`src/include/tpc_pkg.sv`:
```
// Constants and types for the timer/PWM counter core
package tpc_pkg;
	// Register byte offsets on the Wishbone bus
	localparam logic [7:0] TPC_OFS_CTRL   = 8'h00;
	localparam logic [7:0] TPC_OFS_CNT_HI = 8'h04;
	localparam logic [7:0] TPC_OFS_CNT_LO = 8'h08;
	localparam logic [7:0] TPC_OFS_LIM_HI = 8'h0C;
	localparam logic [7:0] TPC_OFS_LIM_LO = 8'h10;
	localparam logic [7:0] TPC_OFS_CH_SC  = 8'h14;
	localparam logic [7:0] TPC_OFS_CHV_HI = 8'h18;
	localparam logic [7:0] TPC_OFS_CHV_LO = 8'h1C;
	// Status/control field positions
	localparam int TPC_BIT_FLAG  = 7;
	localparam int TPC_BIT_IE    = 6;
	localparam int TPC_BIT_CENTER_ALIGNED_PWM  = 5;
	localparam int TPC_SRC_HI    = 4;
	localparam int TPC_SRC_LO    = 3;
	localparam int TPC_PS_HI     = 2;
	localparam int TPC_PS_LO     = 0;
	// Channel control field positions
	localparam int TPC_CHM_HI    = 5;
	localparam int TPC_CHM_LO    = 4;
	localparam int TPC_CHEL_HI   = 3;
	localparam int TPC_CHEL_LO   = 2;
	// Reset values and the full-range limit
	localparam logic [7:0]  TPC_RST_CTRL = 8'h00;
	localparam logic [15:0] TPC_RST_CNT  = 16'h0000;
	localparam logic [15:0] TPC_RST_LIM  = 16'h0000;
	localparam logic [15:0] TPC_LIM_FULL = 16'hFFFF;
	// Tick source codes
	typedef enum logic [1:0] {
		TPC_SRC_OFF = 2'h0,
		TPC_SRC_BUS = 2'h1,
		TPC_SRC_FIX = 2'h2,
		TPC_SRC_EXT = 2'h3
	} tpc_src_e;
	// Channel mode codes
	localparam logic [1:0] TPC_CHM_CAP = 2'h0;
	localparam logic [1:0] TPC_CHM_CMP = 2'h1;
	// Edge/level codes
	localparam logic [1:0] TPC_EL_NONE = 2'h0;
	localparam logic [1:0] TPC_EL_A    = 2'h1;
	localparam logic [1:0] TPC_EL_B    = 2'h2;
	localparam logic [1:0] TPC_EL_AB   = 2'h3;
	localparam int TPC_PRE_W = 7;
endpackage

```
`src/rtl/tpc_core.sv`:
```
// Timer/PWM counter core with one channel and a Wishbone slave
`timescale 1ns/1ps
module tpc_core
	import tpc_pkg::*;
(
	// Clock and reset
	input  wire logic        clock,
	input  wire logic        reset_n,
	// Wishbone classic slave
	input  wire logic        wb_cyc_i,
	input  wire logic        wb_stb_i,
	input  wire logic        wb_we_i,
	input  wire logic [7:0]  wb_adr_i,
	input  wire logic [3:0]  wb_sel_i,
	input  wire logic [31:0] wb_dat_i,
	output logic      [31:0] wb_dat_o,
	output logic             wb_ack_o,
	// Tick inputs from pins and system
	input  wire logic        fixed_system_tick,
	input  wire logic        external_tick_input,
	input  wire logic        debug_freeze,
	// Channel pin
	input  wire logic        chan_pin_i,
	output logic             chan_pin_o,
	output logic             chan_pin_oe,
	output logic             chan_pin_owned,
	// Interrupt requests
	output logic             overflow_irq,
	output logic             channel_irq
);
	import tpc_pkg::*;

	typedef struct packed {
		logic [7:0]  dat;
		logic        ack;
		logic        overflow_flag;
		logic        tof_arm;
		logic        overflow_irq_enable;
		logic        center_aligned_pwm;
		logic [1:0]  src;
		logic [2:0]  ps;
		logic [15:0] cnt;
		logic        dn;
		logic [TPC_PRE_W-1:0] pre;
		logic [15:0] lim;
		logic        lim_pend;
		logic        lim_pend_hi;
		logic        held;
		logic        held_hi;
		logic [15:0] cbuf;
		logic [1:0]  xs;
		logic        xs_d;
		logic [1:0]  fs;
		logic        fs_d;
		logic [1:0]  cs;
		logic        cs_d;
		logic        chf;
		logic        ch_arm;
		logic        chie;
		logic [1:0]  chm;
		logic [1:0]  chel;
		logic [15:0] chv;
		logic        chout;
		logic        choe;
		logic        chown;
		logic        tirq;
		logic        cirq;
	} tpc_state_s;

	tpc_state_s r;
	tpc_state_s n;

	logic        req;
	logic        wr;
	logic        rd;
	logic        src_tick;
	logic        pre_tick;
	logic        step;
	logic [15:0] lim_eff;
	logic [15:0] cnt_new;
	logic        dn_new;
	logic        ovf;
	logic        match;
	logic        cap_edge;
	logic        rise;
	logic        fall;
	logic [TPC_PRE_W-1:0] pre_mask;
	logic [7:0]  wbyte;

	// Bus request decode
	always_comb begin
		req   = wb_cyc_i & wb_stb_i & ~r.ack;
		wr    = req & wb_we_i & wb_sel_i[0];
		rd    = req & ~wb_we_i;
		wbyte = wb_dat_i[7:0];
	end

	// Tick source selection after synchronisers
	always_comb begin
		case (tpc_src_e'(r.src))
			TPC_SRC_BUS: src_tick = 1'b1;
			TPC_SRC_FIX: src_tick = r.fs[1] & ~r.fs_d;
			TPC_SRC_EXT: src_tick = r.xs[1] & ~r.xs_d;
			default:     src_tick = 1'b0;
		endcase
	end

	// Prescaler tap on the chosen tick
	always_comb begin
		pre_mask = TPC_PRE_W'((8'h01 << r.ps) - 8'h01);
		pre_tick = src_tick & ((r.pre & pre_mask) == pre_mask);
		step     = pre_tick & ~debug_freeze;
	end

	// Next counter value and overflow event
	always_comb begin
		lim_eff = (r.lim == TPC_RST_LIM) ? TPC_LIM_FULL : r.lim;
		cnt_new = r.cnt;
		dn_new  = r.dn;
		ovf     = 1'b0;
		if (step) begin
			if (!r.center_aligned_pwm) begin
				dn_new = 1'b0;
				if (r.cnt >= lim_eff) begin
					cnt_new = TPC_RST_CNT;
					ovf     = 1'b1;
				end else begin
					cnt_new = r.cnt + 16'h0001;
				end
			end else if (r.dn) begin
				if (r.cnt == TPC_RST_CNT) begin
					dn_new  = 1'b0;
					cnt_new = r.cnt + 16'h0001;
				end else begin
					cnt_new = r.cnt - 16'h0001;
				end
			end else if (r.cnt >= lim_eff) begin
				dn_new  = 1'b1;
				cnt_new = r.cnt - 16'h0001;
				ovf     = 1'b1;
			end else begin
				cnt_new = r.cnt + 16'h0001;
			end
		end
		// Compare match looks at the count about to be loaded
		match = step & (cnt_new == r.chv);
	end

	// Channel pin edges from the synchronised level
	always_comb begin
		rise = r.cs[1] & ~r.cs_d;
		fall = ~r.cs[1] & r.cs_d;
		case (r.chel)
			TPC_EL_A:  cap_edge = rise;
			TPC_EL_B:  cap_edge = fall;
			TPC_EL_AB: cap_edge = rise | fall;
			default:   cap_edge = 1'b0;
		endcase
	end

	// Next-state of the whole block
	always_comb begin
		n      = r;
		n.ack  = req;
		n.dat  = 8'h00;
		// Synchronisers; first stage only feeds the second
		n.xs   = {r.xs[0], external_tick_input};
		n.xs_d = r.xs[1];
		n.fs   = {r.fs[0], fixed_system_tick};
		n.fs_d = r.fs[1];
		n.cs   = {r.cs[0], chan_pin_i};
		n.cs_d = r.cs[1];
		// Prescaler and counter
		if (src_tick)
			n.pre = r.pre + 7'h01;
		n.cnt = cnt_new;
		n.dn  = dn_new;

		// Register reads
		if (rd) begin
			case (wb_adr_i)
				TPC_OFS_CTRL: begin
					n.dat = {r.overflow_flag, r.overflow_irq_enable, r.center_aligned_pwm, r.src, r.ps};
					if (r.overflow_flag)
						n.tof_arm = 1'b1;
				end
				TPC_OFS_CNT_HI, TPC_OFS_CNT_LO: begin
					// First byte snapshots, the other byte releases
					n.dat = (wb_adr_i == TPC_OFS_CNT_HI) ?
						(r.held ? r.cbuf[15:8] : r.cnt[15:8]) :
						(r.held ? r.cbuf[7:0] : r.cnt[7:0]);
					if (!debug_freeze) begin
						if (!r.held) begin
							n.held    = 1'b1;
							n.held_hi = (wb_adr_i == TPC_OFS_CNT_HI);
							n.cbuf    = r.cnt;
						end else if (r.held_hi != (wb_adr_i == TPC_OFS_CNT_HI))
							n.held = 1'b0;
					end
				end
				TPC_OFS_LIM_HI: n.dat = r.lim[15:8];
				TPC_OFS_LIM_LO: n.dat = r.lim[7:0];
				TPC_OFS_CH_SC: begin
					n.dat = {r.chf, r.chie, r.chm, r.chel, 2'h0};
					if (r.chf)
						n.ch_arm = 1'b1;
				end
				TPC_OFS_CHV_HI: n.dat = r.chv[15:8];
				TPC_OFS_CHV_LO: n.dat = r.chv[7:0];
				default:        n.dat = 8'h00;
			endcase
		end

		// Register writes
		if (wr) begin
			case (wb_adr_i)
				TPC_OFS_CTRL: begin
					n.overflow_irq_enable = wbyte[TPC_BIT_IE];
					n.center_aligned_pwm = wbyte[TPC_BIT_CENTER_ALIGNED_PWM];
					n.src  = wbyte[TPC_SRC_HI:TPC_SRC_LO];
					n.ps   = wbyte[TPC_PS_HI:TPC_PS_LO];
					n.held = 1'b0;
					// Flag clears only after an armed read
					if (r.tof_arm && !wbyte[TPC_BIT_FLAG]) begin
						n.overflow_flag     = 1'b0;
						n.tof_arm = 1'b0;
					end
				end
				TPC_OFS_CNT_HI, TPC_OFS_CNT_LO: begin
					n.cnt  = TPC_RST_CNT;
					n.dn   = 1'b0;
					n.pre  = '0;
					n.held = 1'b0;
				end
				TPC_OFS_LIM_HI, TPC_OFS_LIM_LO: begin
					// Track which byte opened the pair
					if (wb_adr_i == TPC_OFS_LIM_HI)
						n.lim[15:8] = wbyte;
					else
						n.lim[7:0] = wbyte;
					if (r.lim_pend &&
					    r.lim_pend_hi != (wb_adr_i == TPC_OFS_LIM_HI))
						n.lim_pend = 1'b0;
					else begin
						n.lim_pend    = 1'b1;
						n.lim_pend_hi = (wb_adr_i == TPC_OFS_LIM_HI);
					end
				end
				TPC_OFS_CH_SC: begin
					n.chie = wbyte[TPC_BIT_IE];
					n.chm  = wbyte[TPC_CHM_HI:TPC_CHM_LO];
					n.chel = wbyte[TPC_CHEL_HI:TPC_CHEL_LO];
					if (r.ch_arm && !wbyte[TPC_BIT_FLAG]) begin
						n.chf    = 1'b0;
						n.ch_arm = 1'b0;
					end
				end
				TPC_OFS_CHV_HI: n.chv[15:8] = wbyte;
				TPC_OFS_CHV_LO: n.chv[7:0]  = wbyte;
				default: ;
			endcase
		end

		// Overflow with no limit byte pending sets flag and restarts the clear sequence
		if (ovf && !r.lim_pend) begin
			n.overflow_flag     = 1'b1;
			n.tof_arm = 1'b0;
		end

		// Channel behaviour
		if (r.center_aligned_pwm) begin
			// Center-aligned: low-true for code A, high-true otherwise
			n.chown = (r.chel != TPC_EL_NONE);
			n.choe  = n.chown;
			n.chout = (cnt_new < r.chv) ^ (r.chel == TPC_EL_A);
			if (match) begin
				n.chf    = 1'b1;
				n.ch_arm = 1'b0;
			end
		end else if (r.chm == TPC_CHM_CAP) begin
			n.chown = (r.chel != TPC_EL_NONE);
			n.choe  = 1'b0;
			// Capture holds the count from before this step
			if (cap_edge && !debug_freeze) begin
				n.chv    = r.cnt;
				n.chf    = 1'b1;
				n.ch_arm = 1'b0;
			end
		end else if (r.chm == TPC_CHM_CMP) begin
			n.chown = (r.chel != TPC_EL_NONE);
			n.choe  = n.chown;
			if (match) begin
				n.chf    = 1'b1;
				n.ch_arm = 1'b0;
				case (r.chel)
					TPC_EL_A:  n.chout = ~r.chout;
					TPC_EL_B:  n.chout = 1'b0;
					TPC_EL_AB: n.chout = 1'b1;
					default:   n.chout = r.chout;
				endcase
			end
		end else begin
			// Edge-aligned PWM: start level at overflow, flip at match
			n.chown = (r.chel != TPC_EL_NONE);
			n.choe  = n.chown;
			if (ovf)
				n.chout = (r.chel == TPC_EL_B);
			if (match) begin
				n.chout  = (r.chel != TPC_EL_B);
				n.chf    = 1'b1;
				n.ch_arm = 1'b0;
			end
		end

		// Interrupt request levels
		n.tirq = n.overflow_flag & n.overflow_irq_enable;
		n.cirq = n.chf & n.chie;
	end

	// State register
	always_ff @(posedge clock or negedge reset_n) begin
		if (!reset_n) begin
			r      <= '0;
			r.cnt  <= TPC_RST_CNT;
			r.lim  <= TPC_RST_LIM;
			// Control fields start from their reset code
			{r.overflow_flag, r.overflow_irq_enable, r.center_aligned_pwm, r.src, r.ps} <= TPC_RST_CTRL;
		end else begin
			r <= n;
		end
	end

	// Outputs straight from state flops
	always_comb begin
		wb_dat_o       = {24'h000000, r.dat};
		wb_ack_o       = r.ack;
		chan_pin_o     = r.chout;
		chan_pin_oe    = r.choe;
		chan_pin_owned = r.chown;
		overflow_irq   = r.tirq;
		channel_irq    = r.cirq;
	end
endmodule

```
`config.mk`:
```
export PLATFORM = sky130hd
export DESIGN_NAME = tpc_core
export DESIGN_NICKNAME = d
export VERILOG_FILES = /design/src/include/tpc_pkg.sv /design/src/rtl/tpc_core.sv
export SDC_FILE = /design/constraint.sdc
export NUM_CORES = 1
export LEC_CHECK = 0
export BUFFER_PORTS_ARGS = -buffer_cell sky130_fd_sc_hd__buf_2
export CAP_MARGIN = 20
export CORE_ASPECT_RATIO = 0.6
export CORE_MARGIN = 3
export CORE_UTILIZATION = 59
export DETAILED_ROUTE_END_ITERATION = 12
export PLACE_DENSITY = 0.78
export SLEW_MARGIN = 5
export SYNTH_ARGS = -nofsm -noshare
export SYNTH_HDL_FRONTEND = slang
export SYNTH_SLANG_ARGS = --single-unit
```
`constraint.sdc`:
```
create_clock -name clock -period 5.95 [get_ports clock]
set_input_delay 0.595 -clock clock [delete_from_list [all_inputs] [get_ports clock]]
set_output_delay 0.595 -clock clock [all_outputs]
set_load 0.01 [all_outputs]
```
; ---- Word-level counts from Yosys, hierarchy flattened
; Index checks and enable logic that the tools add are counted.
[word_totals]
register_bits = 115
latch_bits = 0
ramBits = 0
rom_bits = 0
in_bits = 53
output_inout_bits = 38
elab_cells = 183
mem_count = 0
[classes]
add_sub_neg = 4
mul = 0
n_div = 0
order_cmp = 2
eq_ne = 22
shifts = 1
muxes = 66
n_bitwise = 28
reduce_logical = 25
[ops]
columns = operator, count
row1 = $mux 16, 10
row2 = $mux 18, 4
row3 = $mux 8, 8
row4 = $pmux 8 s7, 1
row5 = $mux 52, 1
row6 = $eq 8x5->1 const B, 4
row7 = $logic_not 16->1, 2
row8 = $mux 24, 1
row9 = $mux 1, 23
row10 = $mux 23, 1
row11 = $mux 17, 1
row12 = $add 16x1->16 const B, 1
row13 = $eq 16x16->1, 1
row14 = $eq 8x4->1 const B, 2
row15 = $ge 16x16->1, 1
row16 = $lt 16x16->1, 1
row17 = $mux 2, 8
row18 = $sub 16x1->16 const B, 1
row19 = $and 1x1->1, 14
row20 = $mux 7, 2
row21 = $not 1->1, 11
row22 = $mux 9, 1
row23 = $pmux 1 s3, 3
row24 = $reduce_and 3->1, 3
row25 = 25 further kinds, 43

; ---- Logic depth before layout (Yosys ltp)
; Gate-level depths: netlist of run 1.
[depth]
ltp_word = 13
depth_mapped = 22

; ---- Worst setup path before layout of run 1
; No wires, ideal clock.
[synth_timing]
kind = reg2reg
startpoint = register r[70] in the netlist's numbering
endpoint = register r (netlist bit chan_pin_o)
arrival_time_ps = 4767
t_required_ps = 5826
slack_ps = 1059
path_stages_with_launch = 22
path_buffers = 3
period_less_slack_ps = 4891
cell_sequence = dfrtp_1 nor4_1 and4_1 clkbuf_1 clkbuf_1 nor2_1 ha_1 nand4_1 nor4_2 o31ai_2 a41oi_2 buf_6 a21oi_1 a221o_1 ha_1 nand4_1 or2_2 nor3_1 and2_1 a31oi_1 o211a_1 a211o_1
[synth_between]
elab_chain_cells = 13
[synth_rtl]
columns = element, line
row1 = start: declaration, tpc_core.sv:70  ; tpc_state_s r;
row2 = start signal: assignment, tpc_core.sv:329  ; r <= n;
row3 = $logic_not 16->1, tpc_core.sv:117  ; lim_eff = (r.lim == TPC_RST_LIM) ? TPC_LIM_FULL : r.lim;
row4 = $mux 16 *, tpc_core.sv:117
row5 = $ge 16x16->1 *, "tpc_core.sv:124, tpc_core.sv:137"
row6 = "parallel branches: the longest is 10 deep, another holds $lt 16x16->1", --
; Mark *: on every way between the ends. The select of a mux whose other input is x is not followed.
; A chain may end at the register's enable or synchronous reset.

; ---- Worst setup path after layout of run 1
[layout_timing]
startpoint = register r[59] in the netlist's numbering
endpoint = register r (netlist bit chan_pin_o)
; Same word-level chain as after synthesis.

==> results of run 1 <==
==> critical path, cell delays in order (launching register included) <==
cell and delay (ns):
dfrtp_1 0.43, nor4_1 0.41, and4_4 0.37, buf_4 0.17, nor2_1 0.06, ha_1 0.32, nand4_1 0.22, nor4_4 0.35
o31ai_4 0.19, a41oi_4 0.44, o221ai_1 0.26, nand2_1 0.14, o31ai_1 0.08, ha_1 0.32, nand4_1 0.22, or2_2 0.39
nor3_1 0.33, and2_1 0.29, a31oi_1 0.14, o211a_1 0.25, a211o_1 0.22
==> cells by family (layout without fill, tap and decap cells) <==
logic type,Yosys count,in the layout,share of synthesized area [%]
and+or+nand+nor,261,261,18.6
xor gates and xnor gates,13,13,1.53
AOI/OAI and AO/OA,170,170,15.9
buffers and inverters,105,119,7.21
DFF,115,115,38.6
other,1,24,0.0503
adders and majority gates,37,37,6.20
muxes,73,73,11.9
==> layout by cell type (no fill, tap or decap), drive strengths merged, types with 12 or more instances in the layout <==
cell type / netlist / layout
nor2: 55 / 55
o21ai: 41 / 41
a21oi: 29 / 29
clkbuf: 29 / 18
buf: 45 / 57
nor4: 12 / 12
a22oi: 17 / 17
dfrtp: 115 / 115
nor3: 21 / 21
nand3: 20 / 20
or3: 12 / 12
ha: 37 / 37
conb: 1 / 24
nand2: 72 / 72
inv: 31 / 33
and2: 17 / 17
mux2i: 21 / 21
mux2: 44 / 44
==> final cells by class <==
type	instances	area [µm²]	area share, %
Timing Repair Buffer	57	337	4.04
Clock inverter	13	184	2.21
Multi-Input combinational cell	578	4190	50.2
Sequential cell	115	2880	34.5
Tap cell	165	206	2.48
Inverter	31	116	1.40
Clock buffer	18	429	5.15
==> power breakdown <==
part	total [W]	leakage (nW)	switching, W	internal, W
clock	0.00109	0.293	0.000388	0.000698
combinational	0.000302	1.88	0.000186	0.000116
sequential	0.000856	1.48	0.0000481	0.000808
==> per-layer routing <==
layer | GRT usage [%] | wire length (µm)
met4 | 11.2 | 465
met1 | 48.7 | 9530
met2 | 47.7 | 9960
met3 | 13.8 | 3610
met5 | 0 | 0
==> final timing paths <==
check,start,to,slack [ns]
max in group asynchronous,reset_n,r[42],4.42
worst max-delay path,r[59],chan_pin_o,0.21
min in group clock,chan_pin_i,n[30],0.28
worst min-delay path,reset_n,r[79],0.23
worst max register to register,r[59],chan_pin_o,0.21
worst min register to register,n[36],n[34],0.34
==> flip-flops by register name, summed over array words and instances (netlist names) <==
| register | flops |
|---|---|
| n | 6 |
| overflow_irq | 1 |
| wb_ack_o | 1 |
| wb_dat_o | 8 |
| channel_irq | 1 |
| chan_pin_oe | 1 |
| r | 95 |
| chan_pin_o | 1 |
| chan_pin_owned | 1 |
==> stage by stage <==
step	hold slack [ns]	power [W]
floorplan	0.299	0.00105
global placement	0.335	0.00112
detailed placement	0.335	0.00113
CTS	0.258	0.00221
global route	0.278	0.00231
finish	0.228	0.00224
==> timing repair <==
action | in CTS | in global routing
endpoints found under the setup margin | 0 | 4
setup buffers | 0 | 3
gates resized for setup | 0 | 8
==> out/qor.txt, run 1 <==
Syn_area_per_cell - 9.63 µm²
Layout cells sized above 1 - 20.7%
Final setup vio count - 0
Type of the worst setup path - reg2reg
Cells after Synth - 775
Worst Setup End Kind - register
Clk buf depth - 2
Period utilization - 96.5%
Area Growth Syn to Fin - 11.8%
Root Buffer - clkbuf_16
Post-layout minimum cycle time - 5.74 ns
Placed insts - 942
IO Count - 91
EDFF count, synth - 0
Fill cell count - 922
Largest net degree at the start of global routing - 62
Slew Limit Fails - 0
Clk_lat worst skew - 0.42 ns
CP max FO - 9
Sequential share of the synthesized area - 38.6%
RePlAce Congestion - 0.988
Post-Route WL - 23.6 mm
Initial DRC Count - 731
Yosys cell types - 79
Num rows - 31
Register-to-Register Path Depth - 20
Die W - 151 µm
Layout Skew - 0.00615 ns
Maxcap violations - 0
Layout Utilization - 68.3%
Port buffer count - 39
Worst endpoint data arrival time - 6.05 ns
Vias per cell - 6.78
VDD IR-drop max - 192 µV
Gr ovfl total - 0
GRT Overall Usage - 34.3%
Synth top area cells - dfrtp_1 39%, mux2_2 6.6%, ha_1 6.2%
Initial Util - 61.1%
Worst setup SP type - register
Cell area after synthesis - 0.00746 mm²
Placed Area - 0.00764 mm²
CTS Sinks - 115
Final Cell Area - 0.00834 mm²
Post-synth top area cell - dfrtp_1
RSZ-0062 raised after global routing - false
Top-count cell post-synth - dfrtp_1
Wire per inst - 24.1 µm
Yosys reg bits - 115
Ys Warns - 0
Setup_tns - 0 ns
TritonCTS buffer count - 17
P_leak - 3.66 nW
Post-synth top area share - 38.6%
Final net count - 890
Ys flop type - dfrtp_1
Async SR Flop Fraction - 100%
Number of inserted diodes - 0
Worst-margin pin slew - 1.20 ns
Core area - 0.0122 mm²
Pwr/cell area - 269 mW/mm²
First-pass GRT wire length - 36.2 mm
Via count - 6624
DP HPWL - 16.9 mm
Synth top cells by count - 115 x dfrtp_1, 72 x nand2_1, 53 x nor2_1
Place WS - 0.168 ns
H-tree Lvls - 4
Vias in the first global route - 6389
Data required, critical path - 6.26 ns
Hold buffers post-CTS - 0
Die height - 93.1 µm
# DRC - 0
Setup WS post-layout - 0.206 ns
Antenna Nets Post-Route - 0
Peak Freq - 0.174 GHz
CTS tree - built
Die area - 0.0141 mm²
Antenna violations before repair - 0
Drt pass-1 iters - 5
Clock transition at the registers of the reported paths - 0.06 ns
Rel. slew slack - 19.6%
Worst hold path class - in2async
Final hold viol count - 0
Outcome - finished clean
Finished Layout Cells - 977
(Power assumes the default switching activity.)
==> run 2: changes to the inputs <==
--- a/config.mk
+++ b/config.mk
@@ -11,7 +11,8 @@
 export CORE_MARGIN = 3
 export CORE_UTILIZATION = 59
 export DETAILED_ROUTE_END_ITERATION = 12
-export PLACE_DENSITY = 0.78
+export GPL_TIMING_DRIVEN = 0
+export PLACE_DENSITY_LB_ADDON = 0.3
 export SLEW_MARGIN = 5
 export SYNTH_ARGS = -nofsm -noshare
 export SYNTH_HDL_FRONTEND = slang
==> run 2 against run 1 <==
Critical endpoint unchanged. Power increased by 1.6%. Maximum frequency increased by 0.32%. Worst hold slack got worse by 0.12 ns. Highest routed layer unchanged. Via count increased by 3.0%. Largest cell class unchanged.
==> out/qor.txt, run 2 (same netlist as run 1, synthesis figures left out) <==
CP max FO - 10 (+1)
Pwr/cell area - 263 mW/mm² (-2.1%)
Worst-margin pin slew - 1.08 ns (-0.117 ns)
Clock power frac - 48.3% (about the same)
Die W - 151 µm (unchanged)
Vias per cell - 6.57 (-3.0%)
VDD IR-drop max - 184 µV (-4.3%)
Initial Util - 61.1% (unchanged)
Comb pwr share - 14.8% (+1.3 points)
Drt pass-1 iters - 7 (+2)
Commonest non-fill, non-tap cell in the layout - dfrtp_1
Num rows - 31 (unchanged)
Data required, critical path - 6.25 ns (about the same)
Clk_lat worst skew - 0.42 ns (about the same)
Port buffer count - 38 (-2.6%)
RSZ-0062 raised after global routing - false
Worst hold path class - in2async
Worst Setup End Kind - register
Largest reg by FF count - r
Maxcap violations - 0 (unchanged)
Die height - 93.1 µm (unchanged)
Final hold viol count - 0 (unchanged)
GRT Overall Usage - 36.5% (+2.2 points)
Antenna violations before repair - 0 (unchanged)
Largest net degree at the start of global routing - 68 (+9.7%)
IO Count - 91 (unchanged)
Layout cells sized above 1 - 23.3% (+2.6 points)
Psw - 0.000670 W (+7.6%)
First-pass GRT wire length - 38.1 mm (+5.3%)
Reg power frac - 36.9% (-1.2 points)
Peak Freq - 0.175 GHz (+0.32%)
Initial DRC Count - 825 (+13%)
Final Cell Area - 0.00866 mm² (+3.9%)
Gr ovfl total - 0 (unchanged)
Vias in the first global route - 6585 (+3.1%)
Post-layout minimum cycle time - 5.73 ns (-0.0186 ns)
Placed Area - 0.00798 mm² (+4.4%)
Post-Route WL - 25.3 mm (+7.3%)
Fill cell count - 905 (-1.8%)
Die area - 0.0141 mm² (unchanged)
Pint - 0.00161 W (-0.67%)
R2r setup slk - 0.22 ns (+0.02 ns)
Clk buf depth - 2 (unchanged)
Core area - 0.0122 mm² (unchanged)
Outcome - finished clean
DP HPWL - 18.8 mm (+11%)
Clock transition at the registers of the reported paths - 0.06 ns (about the same)
Setup_tns - 0 ns (unchanged)
Wire per inst - 24.4 µm (+1.0%)
# DRC - 0 (unchanged)
Antenna Nets Post-Route - 0 (unchanged)
CTS Sinks - 115 (unchanged)
Max reg flops - 95 (unchanged)
Worst setup SP type - register
TritonCTS buffer count - 17 (unchanged)
Slew Limit Fails - 0 (unchanged)
Final net count - 950 (+6.7%)
Number of inserted diodes - 0 (unchanged)
CTS tree - built
Commonest cells after routing, fill and taps aside - 115 x dfrtp_1, 72 x nand2_1, 53 x nor2_1
Period utilization - 96.2% (-0.31 points)
Area Growth Syn to Fin - 16.1%
Final setup vio count - 0 (unchanged)
Root Buffer - clkbuf_16
Layout Utilization - 70.9% (+2.6 points)
P_leak - 3.88 nW (+6.1%)
Hold buffers post-CTS - 0 (unchanged)
Switch share - 29.4% (+1.6 points)
Worst endpoint data arrival time - 6.03 ns (-0.02 ns)
Via count - 6823 (+3.0%)
Rel. slew slack - 27.6% (+8.0 points)
RePlAce Congestion - 1.05 (+6.0%)
H-tree Lvls - 4 (unchanged)
Type of the worst setup path - reg2reg
Layout Skew - 0.00915 ns (+0.00300 ns)
==> run 2: cell types whose count changed in the layout (fill, tap and decap cells not counted), moves of 3 or more <==
cell | previous run | this run
buf_2 | 38 | 48
buf_4 | 18 | 35
clkbuf_1 | 1 | 25
clkbuf_2 | 0 | 4
inv_8 | 0 | 3
==> run 2: worst paths after layout <==
check	start	endpoint	depth (start not counted)
setup / recovery	r[57]	chan_pin_o	22
hold / removal	reset_n	r[34]	1
setup reg to reg	r[57]	chan_pin_o	22
hold reg to reg	n[30]	n[28]	0
max in group asynchronous	reset_n	r[81]	2
min in group clock	fixed_system_tick	n[33]	1
==> run 2: stage by stage <==
step                hold slack (ns)  instances  setup slack [ns]  total power [W]
floorplan                     0.299        798              1.06          0.00105
global placement              0.332       1001           0.00981          0.00114
detailed placement            0.351       1002           -0.0711          0.00116
CTS                           0.124       1035            0.0736          0.00225
global route                  0.138       1038          0.000689          0.00235
finish                        0.112       1038             0.225          0.00228
==> run 2: timing repair <==
action / 4_1_cts / 5_1_grt
resized for setup: 1 / 7
setup endpoints to repair: 1 / 2
pin swaps: 1 / 2
setup buffers: 1 / 2
==> run 2: power groups by stage <==
stage	Combinational [W]	Sequential [W]	Clock, W
floorplan	0.000204	0.000843	0
global placement	0.000292	0.000852	0
detailed placement	0.000304	0.000854	0
CTS	0.000313	0.000840	0.00110
global route	0.000363	0.000844	0.00114
finish	0.000338	0.000843	0.00110
==> run 2: critical path, stage by stage (launching register included) <==
cell,delay (ns)
dfrtp_1,0.48
nor4_1,0.29
and4_1,0.21
clkbuf_1,0.23
clkbuf_2,0.25
nor2_1,0.07
ha_1,0.31
a21oi_1,0.18
o21a_2,0.28
nand2_1,0.17
o31ai_4,0.34
buf_2,0.31
nor2_1,0.08
a21oi_1,0.25
o31ai_1,0.12
ha_1,0.33
nand4_1,0.11
or2_2,0.39
nor3_1,0.31
and2_2,0.26
a31oi_1,0.13
o211a_1,0.26
a211o_1,0.22
==> run 2: layer usage <==
| layer | share of wire (%) | track usage [%] | routed length, µm |
|---|---|---|---|
| met1 | 41 | 53.0 | 10500 |
| met2 | 42 | 53.3 | 10800 |
| met3 | 14 | 11.4 | 3470 |
| met4 | 2.3 | 9.35 | 592 |
| met5 | 0 | 0 | 0 |
==> run 2: final cells by class <==
class	instances	area [µm²]	area share (%)
inverters	31	116	1.34
flip-flops and latches	115	2880	33.2
well taps	165	206	2.38
repair buffers	43	251	2.90
clock inverters	15	198	2.28
clock buffers	17	425	4.91
plain buffers	74	423	4.88
multi-input cells	578	4160	48.1
